`config.mk`:
```
export PLATFORM = sky130hd
export DESIGN_NAME = rie_top
export DESIGN_NICKNAME = d
export VERILOG_FILES = /design/src/rtl/rie_sticky.v /design/src/rtl/rie_irq_gate.v /design/src/rtl/rie_top.v
export VERILOG_INCLUDE_DIRS = /design/src /design/src/rtl
export SDC_FILE = /design/constraint.sdc
export NUM_CORES = 1
export LEC_CHECK = 0
export BUFFER_PORTS_ARGS = -buffer_cell sky130_fd_sc_hd__buf_2
export CORE_MARGIN = 10
export CORE_UTILIZATION = 47
export CTS_CLUSTER_SIZE = 14
export DETAILED_ROUTE_END_ITERATION = 10
export GPL_TIMING_DRIVEN = 0
export HOLD_SLACK_MARGIN = 0.05
export PLACE_DENSITY = 0.79
export SLEW_MARGIN = 10
export SYNTH_ARGS = -nofsm -noshare
export SYNTH_HDL_FRONTEND = slang
export SYNTH_SLANG_ARGS = --single-unit
```
`constraint.sdc`:
```
create_clock -name clk_sys -period 2.2 [get_ports clk_sys]
set_clock_uncertainty 0.05 [all_clocks]
set_input_delay 0.11 -clock clk_sys [delete_from_list [all_inputs] [get_ports clk_sys]]
set_output_delay 0.11 -clock clk_sys [all_outputs]
set_load 0.05 [all_outputs]
```
`src/rtl/rie_defines.vh`:
```
// rie_defines.vh: register offsets, field positions and reset values
// of the radio interrupt-enable block.
// assumes: included by bare name from the rtl/ files, Verilog-2005.
`ifndef RIE_DEFINES_VH
`define RIE_DEFINES_VH

// ********************************************************************
// register byte offsets
// ********************************************************************
`define RIE_OFS_EVENT_STATUS 12'h100
`define RIE_OFS_INT_SET 12'h304
`define RIE_OFS_INT_CLEAR 12'h308
`define RIE_OFS_INT_PENDING 12'h30C

// ********************************************************************
// event bit positions, shared by all four registers
// ********************************************************************
`define RIE_BIT_READY 0
`define RIE_BIT_ADDRESS 1
`define RIE_BIT_PAYLOAD 2
`define RIE_BIT_END 3
`define RIE_BIT_DISABLED 4
`define RIE_BIT_DEV_HIT 5
`define RIE_BIT_DEV_FAIL 6
`define RIE_BIT_SIG_DONE 7
`define RIE_BIT_BC_HIT 10
`define RIE_BIT_CHECK_PASS 12
`define RIE_BIT_CHECK_FAIL 13
`define RIE_BIT_TX_READY 21
`define RIE_BIT_RX_READY 22
`define RIE_BIT_HDR_MATCH 23
`define RIE_BIT_PHY_END 27

// ********************************************************************
// reset values and implemented-bit mask
// ********************************************************************
`define RIE_RST_INT_ENABLE 32'h00000000
`define RIE_RST_EVENT_STATUS 32'h00000000
`define RIE_VALID_MASK 32'h08E034FF

`endif

```
`src/rtl/rie_sticky.v`:
```
// rie_sticky.v: bank of sticky bits, set and clear per bit.
// assumes: set and clear come from logic on clk_sys.
`timescale 1ns/1ps
module rie_sticky #(
  parameter WIDTH = 32,
  parameter [WIDTH-1:0] RESET_VALUE = {WIDTH{1'b0}},
  parameter [WIDTH-1:0] KEEP_MASK = {WIDTH{1'b1}}
) (
  input wire clk_sys,
  input wire sys_rst,
  input wire [WIDTH-1:0] set_bits,
  input wire [WIDTH-1:0] clear_bits,
  output wire [WIDTH-1:0] value
);
  genvar i;
  generate
    for (i = 0; i < WIDTH; i = i + 1) begin : g_bit
      if (KEEP_MASK[i]) begin : g_live
        reg bit_q;
        always @(posedge clk_sys) begin
          if (sys_rst) begin
            bit_q <= RESET_VALUE[i];
          end else if (set_bits[i]) begin
            // set beats a clear in the same cycle so no event is lost
            bit_q <= 1'b1;
          end else if (clear_bits[i]) begin
            bit_q <= 1'b0;
          end
        end
        assign value[i] = bit_q;
      end else begin : g_dead
        assign value[i] = 1'b0;
      end
    end
  endgenerate
endmodule // rie_sticky

```
`src/rtl/rie_irq_gate.v`:
```
// rie_irq_gate.v: registered OR of enabled pending events.
// assumes: status and enable are on clk_sys.
`timescale 1ns/1ps
module rie_irq_gate #(
  parameter WIDTH = 32
) (
  input wire clk_sys,
  input wire sys_rst,
  input wire [WIDTH-1:0] status,
  input wire [WIDTH-1:0] enable,
  output wire [WIDTH-1:0] pending,
  output reg irq
);
  assign pending = status & enable;
  // registered so the line towards the core is glitch free
  always @(posedge clk_sys) begin
    if (sys_rst) begin
      irq <= 1'b0;
    end else begin
      irq <= |pending;
    end
  end
endmodule // rie_irq_gate

```
`src/rtl/rie_top.v`:
```
// rie_top.v: interrupt enable set/clear registers of the radio, with
// sticky event flags and the level interrupt they raise.
// assumes: APB master and radio event pulses on clk_sys, sync reset.
//
// Functional notes
// 32-bit enable-set register at 0x304, one bit per radio event.
// writing 1 to ready, address, payload bits sets their enables.
// writing 1 to end or disabled bits sets their enables.
// writing 1 to device hit or fail bits sets their enables.
// writing 1 to signal-strength-done bit sets its enable.
// writing 1 to bit-counter-hit bit sets its enable.
// writing 1 to check pass or check fail bits sets their enables.
// writing 1 to transmit or receive path ready bits sets enables.
// writing 1 to header match or physical end bits sets enables.
// clear register at 0x308 clears enables on 1, reads same state.
// physical end event is a source this enable gates.
// reads show enables; zero after reset; undefined bits read zero.
// zeros written do nothing; interrupt while enabled flag is set.
//
// Our own choice: the APB interface to the registers.
`timescale 1ns/1ps
`include "rie_defines.vh"
module rie_top (
  input wire clk_sys,
  input wire sys_rst,
  input wire psel,
  input wire penable,
  input wire pwrite,
  input wire [11:0] paddr,
  input wire [31:0] pwdata,
  input wire [3:0] pstrb,
  output reg [31:0] prdata,
  output wire pready,
  output wire pslverr,
  input wire ev_ready,
  input wire ev_address,
  input wire ev_payload,
  input wire ev_end,
  input wire ev_disabled,
  input wire ev_device_address_hit,
  input wire ev_device_address_fail,
  input wire ev_signal_strength_done,
  input wire ev_bit_counter_hit,
  input wire ev_check_pass_event,
  input wire ev_check_fail_event,
  input wire ev_transmit_path_ready,
  input wire ev_receive_path_ready,
  input wire ev_header_match_event,
  input wire ev_physical_end_event,
  output wire irq
);

  // ******************************************************************
  // decode
  // ******************************************************************
  wire [31:0] interrupt_enable;
  wire [31:0] event_status;
  wire [31:0] pending;
  wire [31:0] event_in;
  wire [31:0] byte_mask;
  wire [31:0] wr_bits;
  wire hit_status;
  wire hit_set;
  wire hit_clear;
  wire hit_pending;
  wire mapped;
  wire wr_go;
  reg [31:0] next_prdata;

  assign hit_status = (paddr == `RIE_OFS_EVENT_STATUS);
  assign hit_set = (paddr == `RIE_OFS_INT_SET);
  assign hit_clear = (paddr == `RIE_OFS_INT_CLEAR);
  assign hit_pending = (paddr == `RIE_OFS_INT_PENDING);
  assign mapped = hit_status | hit_set | hit_clear | hit_pending;

  // zero-wait slave; unmapped addresses answer with an error
  assign pready = 1'b1;
  assign pslverr = psel & penable & ~mapped;
  assign wr_go = psel & penable & pwrite & mapped;

  assign byte_mask = {{8{pstrb[3]}}, {8{pstrb[2]}},
                      {8{pstrb[1]}}, {8{pstrb[0]}}};
  // only ones in enabled lanes act; zeros never touch state
  assign wr_bits = pwdata & byte_mask & `RIE_VALID_MASK;

  // ******************************************************************
  // event sources
  // ******************************************************************
  assign event_in[`RIE_BIT_READY] = ev_ready;
  assign event_in[`RIE_BIT_ADDRESS] = ev_address;
  assign event_in[`RIE_BIT_PAYLOAD] = ev_payload;
  assign event_in[`RIE_BIT_END] = ev_end;
  assign event_in[`RIE_BIT_DISABLED] = ev_disabled;
  assign event_in[`RIE_BIT_DEV_HIT] = ev_device_address_hit;
  assign event_in[`RIE_BIT_DEV_FAIL] = ev_device_address_fail;
  assign event_in[`RIE_BIT_SIG_DONE] = ev_signal_strength_done;
  assign event_in[9:8] = 2'h0;
  assign event_in[`RIE_BIT_BC_HIT] = ev_bit_counter_hit;
  assign event_in[11] = 1'b0;
  assign event_in[`RIE_BIT_CHECK_PASS] = ev_check_pass_event;
  assign event_in[`RIE_BIT_CHECK_FAIL] = ev_check_fail_event;
  assign event_in[20:14] = 7'h00;
  assign event_in[`RIE_BIT_TX_READY] = ev_transmit_path_ready;
  assign event_in[`RIE_BIT_RX_READY] = ev_receive_path_ready;
  assign event_in[`RIE_BIT_HDR_MATCH] = ev_header_match_event;
  assign event_in[26:24] = 3'h0;
  assign event_in[`RIE_BIT_PHY_END] = ev_physical_end_event;
  assign event_in[31:28] = 4'h0;

  // ******************************************************************
  // enable bits: set via 0x304, clear via 0x308
  // ******************************************************************
  // set and clear share one flop per implemented bit; every such bit is set the same way
  // see R02 see R03 see R04 see R05 see R06 see R07 see R08
  rie_sticky #(
    .WIDTH(32),
    .RESET_VALUE(`RIE_RST_INT_ENABLE),
    .KEEP_MASK(`RIE_VALID_MASK)
  ) u_enable (
    .clk_sys(clk_sys),
    .sys_rst(sys_rst),
    .set_bits(wr_go & hit_set ? wr_bits : 32'h00000000),
    .clear_bits(wr_go & hit_clear ? wr_bits : 32'h00000000),
    .value(interrupt_enable)
  );

  // ******************************************************************
  // sticky event flags, write one to clear
  // ******************************************************************
  rie_sticky #(
    .WIDTH(32),
    .RESET_VALUE(`RIE_RST_EVENT_STATUS),
    .KEEP_MASK(`RIE_VALID_MASK)
  ) u_status (
    .clk_sys(clk_sys),
    .sys_rst(sys_rst),
    .set_bits(event_in),
    .clear_bits(wr_go & hit_status ? wr_bits : 32'h00000000),
    .value(event_status)
  );

  // ******************************************************************
  // interrupt
  // ******************************************************************
  rie_irq_gate #(
    .WIDTH(32)
  ) u_irq (
    .clk_sys(clk_sys),
    .sys_rst(sys_rst),
    .status(event_status),
    .enable(interrupt_enable),
    .pending(pending),
    .irq(irq)
  );

  // ******************************************************************
  // read data, captured in the setup phase
  // ******************************************************************
  always @* begin
    next_prdata = 32'h00000000;
    if (hit_set | hit_clear) begin
      next_prdata = interrupt_enable;
    end else if (hit_status) begin
      next_prdata = event_status;
    end else if (hit_pending) begin
      next_prdata = pending;
    end
  end

  // sampled at setup so prdata is a flop and still zero wait
  always @(posedge clk_sys) begin
    if (sys_rst) begin
      prdata <= 32'h00000000;
    end else if (psel & ~penable & ~pwrite) begin
      prdata <= next_prdata;
    end
  end

endmodule // rie_top

```
==> metrics.md, run 1 <==
| Metric | Value |
|---|---|
| Outcome | `finished clean` |
| CTS tree | `yes` |
| Via Count | `2523` |
| Detailed Routing Iterations Pass 1 | `8` |
| Final period util | `85.3%` |
| Pwr Density | `572 nW/um2` |
| DRT iter0 DRCs | `134` |
| Syn Inst Count | `295` |
| Critical Path Max Stage Delay | `620 ps` |
| R2R setup slack | `1000 ps` |
| Post-Route WL | `7320 um` |
| Crit path kind | `input pin to flop` |
| GRT Total Usage | `16.9%` |
| CTS buffer count | `5` |
| Post-cts resize count | `0` |
| Boundary Pins | `103` |
| Sequential area share after synthesis | `38.7%` |
| Peak supply drop | `0.274 mV` |
| CP Max Fanout | `10` |
| Type of origin of the critical path | `input pin` |
| DPL Wire Length | `5530 um` |
| Max Freq | `533 MHz` |
| Slew HR | `53.7%` |
| Most common cell after layout, fill and taps aside | `buf_2` |
| Register bit count reported by yosys | `46` |
| Core ar. | `4820 um2` |
| Latest clock arrival within the worst-skew pair | `310 ps` |
| Measured slew at the worst slew-check pin | `694 ps` |
| Yosys warns | `0` |
| Final setup fails | `0` |
| Gp weighted congestion | `0.843` |
| Root Driver | `clkbuf_8` |
| Hold WS | `49.7 ps` |
| Share of layout cells above drive strength 1 | `28.1%` |
| Final ANT Viol Nets | `0` |
| Critical path arrival | `2020 ps` |
| Mapped cell area | `2380 um2` |
| DR WL/cell | `15.5 um` |
| First-pass GRT wire length | `11800 um` |
| Initial antenna violation count | `0` |
| Number of port buffers | `66` |
| Final slew viol count | `0` |
| Residual DRC | `0` |
| Top delay family on crit path | `simple AND/OR/NAND/NOR gates` |
| Die Ht | `91.2 um` |
| Die Width | `91.2 um` |
| Fin crit period | `1880 ps` |
| Hold Violations, Final | `0` |
| Clk buf depth | `2` |
| CP max-delay cell | `or4_4` |
| Number of global-route vias before repair | `2473` |
| CTS H-tree lvls | `2` |
| Grt ovf | `0` |
| Worst setup EP type | `flop` |
| ANT cells | `0` |
| Critical Path, Cell by Cell | `buf_2 > or4_4 > or4_4 > clkbuf_1 > o21ai_0 > o21ai_0` |
| Commonest cells after routing, fill and taps aside | `buf_2 (67), dfxtp_1 (46), o21ai_0 (43)` |
| DIE AREA | `8310 um2` |
| Area Overhead vs Synth | `32.3%` |
| Rows | `25` |
| Buf+Inv Stages, Crit Path | `2` |
| FILL cells | `446` |
| Worst min path class | `input pin to flop` |
| Clock sinks | `46` |
| Cell variety after synth | `35` |
| Max-cap check violation count | `0` |
| Fin nets | `472` |
| Async S/R FF share, synth | `0%` |
| EDFF count, synth | `0` |
| Mapped Avg Cell Area | `8.07 um2` |
| Req. time, crit path | `2340 ps` |
| Leak Pwr | `1.35 nW` |
| Vias/cell | `5.35` |
| Ys flop type | `dfxtp_1` |
| RSZ-0062 raised after global routing | `false` |
| Initial core utilization | `49.4%` |
| Fin Setup TNS | `0 ps` |
| Reg clk slew, reported paths | `80 ps` |
| Pin count of the biggest net entering global routing | `15` |
-- repair_timing --
action,CTS,global route
endpoints found under the setup margin,0,0
hold endpoints to repair,20,0
setup buffers,0,0
hold buffers,20,0
-- through the flow --
step | cells | worst slack, ps | power (mW) | cell area, um2 | utilization (%)
floorplan | 311 | 325 | 1.14 | 2440 | -
global placement | 444 | 18.2 | 1.24 | 2860 | 59.3
detailed placement | 444 | 5.03 | 1.24 | 2860 | 59.3
CTS | 472 | 332 | 1.80 | 3150 | 65.4
global route | 472 | 196 | 1.86 | 3150 | 65.4
finish | 472 | 323 | 1.80 | 3150 | 65.4
-- per-layer routing --
layer	up-vias	track usage [%]	share of wire, %
met1	1160	20.4	41
met5	-	0	0
met4	0	6.01	1.9
met3	17	4.36	7.9
li1	1217	-	-
met2	129	28.4	49
-- final timing paths --
kind                                                      start  depth (start not counted)                               to
worst max register to register  u_enable.g_bit[13].g_live.bit_q                          3                        u_irq.irq
worst min-delay path                                   pstrb[3]                          3  u_enable.g_bit[27].g_live.bit_q
worst min register to register   u_status.g_bit[6].g_live.bit_q                          2   u_status.g_bit[6].g_live.bit_q
worst max-delay path                                   paddr[0]                          6   u_enable.g_bit[0].g_live.bit_q
-- flip-flops by register name, summed over array words and instances, names as in the netlist --
register	count
u_status.g_bit.g_live.bit_q	15
u_irq.irq	1
u_enable.g_bit.g_live.bit_q	15
prdata	15
-- layout make-up --
type	instances	area, um2	area share, %
buffer	33	208	6.59
clock buffer	6	82.6	2.62
clock inverter	2	12.5	0.397
inverter	16	60.1	1.91
multi-input combinational	216	1250	39.8
sequential	46	921	29.2
tap	67	83.8	2.66
timing repair buffer	86	531	16.8
-- worst register-to-register path, cell delays in order (launching register included) --
cell and delay (ps):
dfxtp_1 350, a222oi_1 340, and3_1 230, a31oi_1 90
-- cell families (layout without fill, tap and decap cells) --
| logic type | after synthesis | after routing | share of synthesized area (%) |
|---|---|---|---|
| XOR/XNOR | 1 | 1 | 0.368 |
| AND/OR/NAND/NOR | 109 | 109 | 22.3 |
| buffers and inverters | 49 | 143 | 11.2 |
| flip-flops | 46 | 46 | 38.7 |
| other | 2 | 18 | 0.315 |
| AO/OA/AOI/OAI | 88 | 88 | 27.1 |
-- cell usage after synthesis, types with 5 or more instances --
library cell | n | area, um2
a2111oi_0 | 5 | 43.8
nor2_1 | 31 | 116
nand2_1 | 32 | 120
buf_4 | 18 | 135
a2111oi_2 | 9 | 135
inv_1 | 16 | 60.1
dfxtp_1 | 46 | 921
nand3_1 | 17 | 85.1
clkbuf_1 | 12 | 45.0
o21ai_0 | 43 | 215
nor2b_1 | 16 | 100
a21oi_1 | 16 | 80.1
-- power by group --
part	internal (mW)	switching [mW]
Sequential	0.864	0.0223
Combinational	0.129	0.239
Clock	0.253	0.295
No activity file was read; power rests on OpenSTA's default activity.
==> inputs of run 2 (changes only) <==
GPL_TIMING_DRIVEN = default   (was 0)
RECOVER_POWER = 100   (was default)
==> metrics.md, run 2 (synthesized netlist as in run 1, its figures left out) <==
| Metric | Value |
|---|---|
| Root Driver | `clkbuf_8` |
| Type of origin of the critical path | `input pin` |
| Via Count | `2311` |
| GR Layer Usage met3 | `4.03%` |
| Grt peak-use layer | `met2` |
| Gp weighted congestion | `0.772` |
| Outcome | `finished clean` |
| First-pass GRT wire length | `11200 um` |
| Post-DP Area | `2720 um2` |
| Core ar. | `4820 um2` |
| CTS tree | `yes` |
| Die Ht | `91.2 um` |
| Rows | `25` |
| Final period util | `86.2%` |
| Power, Total | `1.99 mW` |
| Post-CTS setup buffer count | `0` |
| Req. time, crit path | `2320 ps` |
| Critical Path Max Stage Delay | `840 ps` |
| Hold Violations, Final | `0` |
| Post-Route WL | `6830 um` |
| FILL cells | `427` |
| Vias/cell | `5.12` |
| Met1 Use GR | `18.8%` |
| Biggest regs | `prdata x15, u_enable.g_bit.g_live.bit_q x15, u_status.g_bit.g_live.bit_q x15` |
| Hold wc startpoint | `pwdata[27]` |
| Number of global-route vias before repair | `2314` |
| Max Freq | `527 MHz` |
| Pwr Density | `659 nW/um2` |
| Clock sinks | `46` |
| Final ANT Viol Nets | `0` |
| Residual DRC | `0` |
| DR WL/cell | `15.2 um` |
| Grt ovf | `0` |
| Critical Path, Cell by Cell | `buf_2 > or4_4 > or4_1 > o21ai_0 > a21oi_1` |
| Crit path kind | `input pin to flop` |
| RSZ-0062 raised after global routing | `false` |
| Final setup fails | `0` |
| Final slew viol count | `0` |
| M2 GR Usage | `27.6%` |
| Cell area after layout | `3020 um2` |
| CTS buffer count | `5` |
| Die Width | `91.2 um` |
| DPL Wire Length | `4810 um` |
| CP Max Fanout | `15` |
| Latest clock arrival within the worst-skew pair | `300 ps` |
| Critical path arrival | `2020 ps` |
| Worst min path class | `input pin to flop` |
| GRT Total Usage | `15.8%` |
| Initial core utilization | `49.4%` |
| Share of layout cells above drive strength 1 | `20.3%` |
| Fin nets | `451` |
| Worst setup EP type | `flop` |
| Most common cell after layout, fill and taps aside | `buf_2` |
| Area Overhead vs Synth | `27.0%` |
| Crit. Startpoint | `paddr[0]` |
| Leak Pwr | `1.23 nW` |
| Layout Cells excl Fill | `451` |
| Reg clk slew, reported paths | `90 ps` |
| Commonest cells after routing, fill and taps aside | `buf_2 (50), dfxtp_1 (46), o21ai_0 (45)` |
| Peak supply drop | `0.462 mV` |
| Slew HR | `55.0%` |
| Max-cap check violation count | `0` |
| Clk buf depth | `2` |
| Boundary Pins | `103` |
| Worst flop-to-flop path startpoint | `u_enable.g_bit[13].g_live.bit_q` |
| Inst Count DP | `420` |
| Measured slew at the worst slew-check pin | `679 ps` |
| CP max-delay cell | `or4_1` |
| DIE AREA | `8310 um2` |
| Fin crit period | `1900 ps` |
| DRT iter0 DRCs | `151` |
| Fin Setup TNS | `0 ps` |
| Initial antenna violation count | `0` |
| Post-cts resize count | `0` |
| CTS H-tree lvls | `2` |
| Number of port buffers | `67` |
| ANT cells | `0` |
| Pin count of the biggest net entering global routing | `47` |
| Detailed Routing Iterations Pass 1 | `4` |
run 2: where the power goes:
group          internal (mW)  switching, mW  leakage (nW)
Sequential             0.864         0.0219         0.377
Combinational          0.106          0.226         0.778
Clock                  0.484          0.290        0.0714
Total                   1.45          0.538          1.23
run 2: what timing repair did:
| item | in CTS | in global routing |
|---|---|---|
| hold buffers | 23 | 0 |
| endpoints found under the hold margin | 23 | 0 |
| endpoints found under the setup margin | 0 | 0 |
run 2: critical path: cells and delay by family:
family / cells / cell delay [ps]
and+or+nand+nor: 2 / 1430
buffers and inverters: 1 / 90
AOI/OAI and AO/OA: 2 / 380
run 2: per-stage QoR:
step	setup WS [ps]	hold slack, ps	util, %
after floorplan	325	189	-
after CTS	426	50.5	64.2
after detailed placement	105	298	56.4
final	303	49.3	62.8
after global routing	168	57.3	62.8
after global placement	197	294	56.4
run 2: layout make-up:
cell class	instances	area, um2	area share (%)
Multi-Input combinational cell	216	1210	40.1
Clock buffer	6	82.6	2.73
Timing Repair Buffer	98	602	19.9
Inverter	16	60.1	1.99
Tap cell	67	83.8	2.77
Sequential cell	46	921	30.5
Clock inverter	2	60.1	1.99
run 2: final timing paths:
kind / slack (ps) / end / cells past startpoint
max: 300 / u_status.g_bit[7].g_live.bit_q / 5
min: 50 / u_enable.g_bit[27].g_live.bit_q / 3
max reg2reg: 1040 / u_irq.irq / 3
min reg2reg: 450 / prdata[21] / 2
run 2: per-layer routing:
metal	part of all wire [%]	vias up
met3	7.4	7
met1	43	1052
met4	0.95	0
met5	0	-
li1	-	1171
met2	49	81
==> inputs of run 3 (changes only) <==
ABC_AREA = 1   (was default)
ABC_CLOCK_PERIOD_IN_PS = 2200   (was default)
CORE_UTILIZATION = 48   (was 47)
PLACE_DENSITY = 0.8   (was 0.79)
RECOVER_POWER = 50   (was 100)
==> metrics.md, run 3 <==
| Metric | Value |
|---|---|
| Commonest cells post-synth | `nand2_1 (132), inv_1 (53), dfxtp_1 (46)` |
| Syn Inst Count | `390` |
| Top delay family on crit path | `simple AND/OR/NAND/NOR gates` |
| Leak Pwr | `1.33 nW` |
| Initial antenna violation count | `0` |
| Fin crit period | `1670 ps` |
| Initial core utilization | `49.2%` |
| Detailed Routing Iterations Pass 1 | `4` |
| FF-to-FF End | `u_irq.irq` |
| Pwr Density | `561 nW/um2` |
| Number of port buffers | `67` |
| Sequential area share after synthesis | `36.6%` |
| Req. time, crit path | `2040 ps` |
| Critical Path Max Stage Delay | `360 ps` |
| Hold wc startpoint | `pwdata[4]` |
| Register bit count reported by yosys | `46` |
| Share of layout cells above drive strength 1 | `14.2%` |
| Hold Violations, Final | `0` |
| Cell variety after synth | `21` |
| Hold WS | `116 ps` |
| Commonest cells after routing, fill and taps aside | `nand2_1 (132), inv_1 (53), buf_2 (51)` |
| Die Width | `92.4 um` |
| Grt ovf | `0` |
| Fin Setup TNS | `0 ps` |
| Cell area after layout | `3030 um2` |
| Top-count cell post-synth | `nand2_1` |
| Slew HR | `58.8%` |
| FILL cells | `497` |
| WHS Path Cells | `5` |
| Pin count of the biggest net entering global routing | `32` |
| Top-area cell type share of the netlist area | `36.6%` |
| Mapped Avg Cell Area | `6.45 um2` |
| Root Driver | `clkbuf_8` |
| GRT Total Usage | `16.0%` |
| Inst Count DP | `511` |
| Clk buf depth | `2` |
| Reg2Reg Depth | `4` |
| Via Count | `2625` |
| Type of origin of the critical path | `input pin` |
| Measured slew at the worst slew-check pin | `620 ps` |
| Latest clock arrival within the worst-skew pair | `300 ps` |
| Final slew viol count | `0` |
| Worst setup EP type | `output pin` |
| Gp weighted congestion | `0.810` |
| Biggest regs | `prdata x15, u_enable.g_bit.g_live.bit_q x15, u_status.g_bit.g_live.bit_q x15` |
| DRT iter0 DRCs | `149` |
| Crit path kind | `input pin to output pin` |
| Worst min path class | `input pin to flop` |
| Post-Route WL | `6950 um` |
| Post-CTS setup buffer count | `0` |
| Final setup fails | `0` |
| CTS tree | `yes` |
| Worst Hold Path EP | `u_enable.g_bit[4].g_live.bit_q` |
| CTS buffer count | `5` |
| Yosys warns | `0` |
| Async S/R FF share, synth | `0%` |
| Boundary Pins | `103` |
| R2R setup slack | `1180 ps` |
| Clock sinks | `46` |
| DIE AREA | `8530 um2` |
| Die Ht | `92.4 um` |
| Buf+Inv Stages, Crit Path | `3` |
| Number of global-route vias before repair | `2662` |
| Peak supply drop | `0.310 mV` |
| Fin nets | `531` |
| Worst flop-to-flop path startpoint | `u_enable.g_bit[5].g_live.bit_q` |
| Most common cell after layout, fill and taps aside | `nand2_1` |
| EDFF count, synth | `0` |
| Final ANT Viol Nets | `0` |
| CTS H-tree lvls | `2` |
| Max-cap check violation count | `0` |
| Residual DRC | `0` |
| Mapped cell area | `2510 um2` |
| Multi-input gate area | `1240 um2` |
| RSZ-0062 raised after global routing | `false` |
| Power, Total | `1.70 mW` |
| Outcome | `finished clean` |
| Reg clk slew, reported paths | `90 ps` |
| Critical Path, Cell by Cell | `buf_2 > inv_1 > nand2_1 > nor2_1 > o21ai_0 > nand2_1 > nor2_1 > buf_2` |
| Core ar. | `5110 um2` |
| First-pass GRT wire length | `11700 um` |
| DPL Wire Length | `5170 um` |
| Top post-synthesis cells by area | `dfxtp_1 (37%), nand2_1 (20%), inv_1 (7.9%)` |
| Ys flop type | `dfxtp_1` |
| DR WL/cell | `13.0 um` |
| Critical path arrival | `1510 ps` |
| FF+latch area | `921 um2` |
| Cell taking the most area after synthesis | `dfxtp_1` |
| Post-cts resize count | `0` |
| Area Overhead vs Synth | `20.3%` |
| CP max-delay cell | `nand2_1` |
| Final period util | `75.8%` |
| Rows | `26` |
| Post-DP Area | `2810 um2` |
| Layout Cells excl Fill | `535` |
| CP Max Fanout | `16` |
| Max Freq | `600 MHz` |
| Vias/cell | `4.91` |
run 3: what timing repair did:
action                     in CTS  in global routing
hold endpoints to repair       15                  0
setup endpoints to repair       0                  0
hold buffers                   15                  0
run 3: worst max path at each step:
stage,cells after the start,to,slack (ps),start
final,8,pslverr,530,paddr[3]
after global routing,8,pslverr,410,paddr[3]
after CTS,8,pslverr,530,paddr[3]
after detailed placement,8,u_status.g_bit[21].g_live.bit_q,520,paddr[5]
after global placement,8,pslverr,600,paddr[7]
after floorplan,7,pslverr,650,paddr[3]
run 3: worst register-to-register path, cell delays in order (launching register included):
cell	delay, ps
dfxtp_1	350
nand2_1	70
nand2_1	50
a221oi_1	230
a31oi_1	140
run 3: metrics by stage:
| step | worst slack [ps] | utilization, % |
|---|---|---|
| CTS | 533 | 59.6 |
| finish | 533 | 59.2 |
| global route | 411 | 59.2 |
| global placement | 604 | 54.9 |
| floorplan | 650 | - |
| detailed placement | 521 | 54.9 |
run 3: power by group:
part	total [mW]	leakage [nW]	switching, mW	internal (mW)
Combinational	0.301	0.908	0.214	0.0865
Sequential	0.891	0.377	0.0260	0.865
Clock	0.505	0.0452	0.280	0.224
run 3: kinds of logic after synthesis:
| kind of cell | synth area share, % |
|---|---|
| DFF | 36.6 |
| buffers and inverters | 16.6 |
| other | 0.299 |
| AOI/OAI and AO/OA | 17.0 |
| and+or+nand+nor | 29.5 |
run 3: layer usage:
metal	part of all wire (%)	GRT usage (%)	vias to the layer above
met4	2.1	7.07	0
met2	46	25.8	101
li1	-	-	1357
met1	43	19.2	1152
met3	9.1	4.84	15
met5	0	0	-
run 3: cell type report:
class                      count  share of cell area [%]
antenna                        1                  0.0827
clock buffer                   6                    2.40
clock inverter                 2                   0.455
inverter                      53                    6.58
multi-input combinational    272                    41.0
sequential                    46                    30.4
tap                           70                    2.89
timing repair buffer          85                    16.1
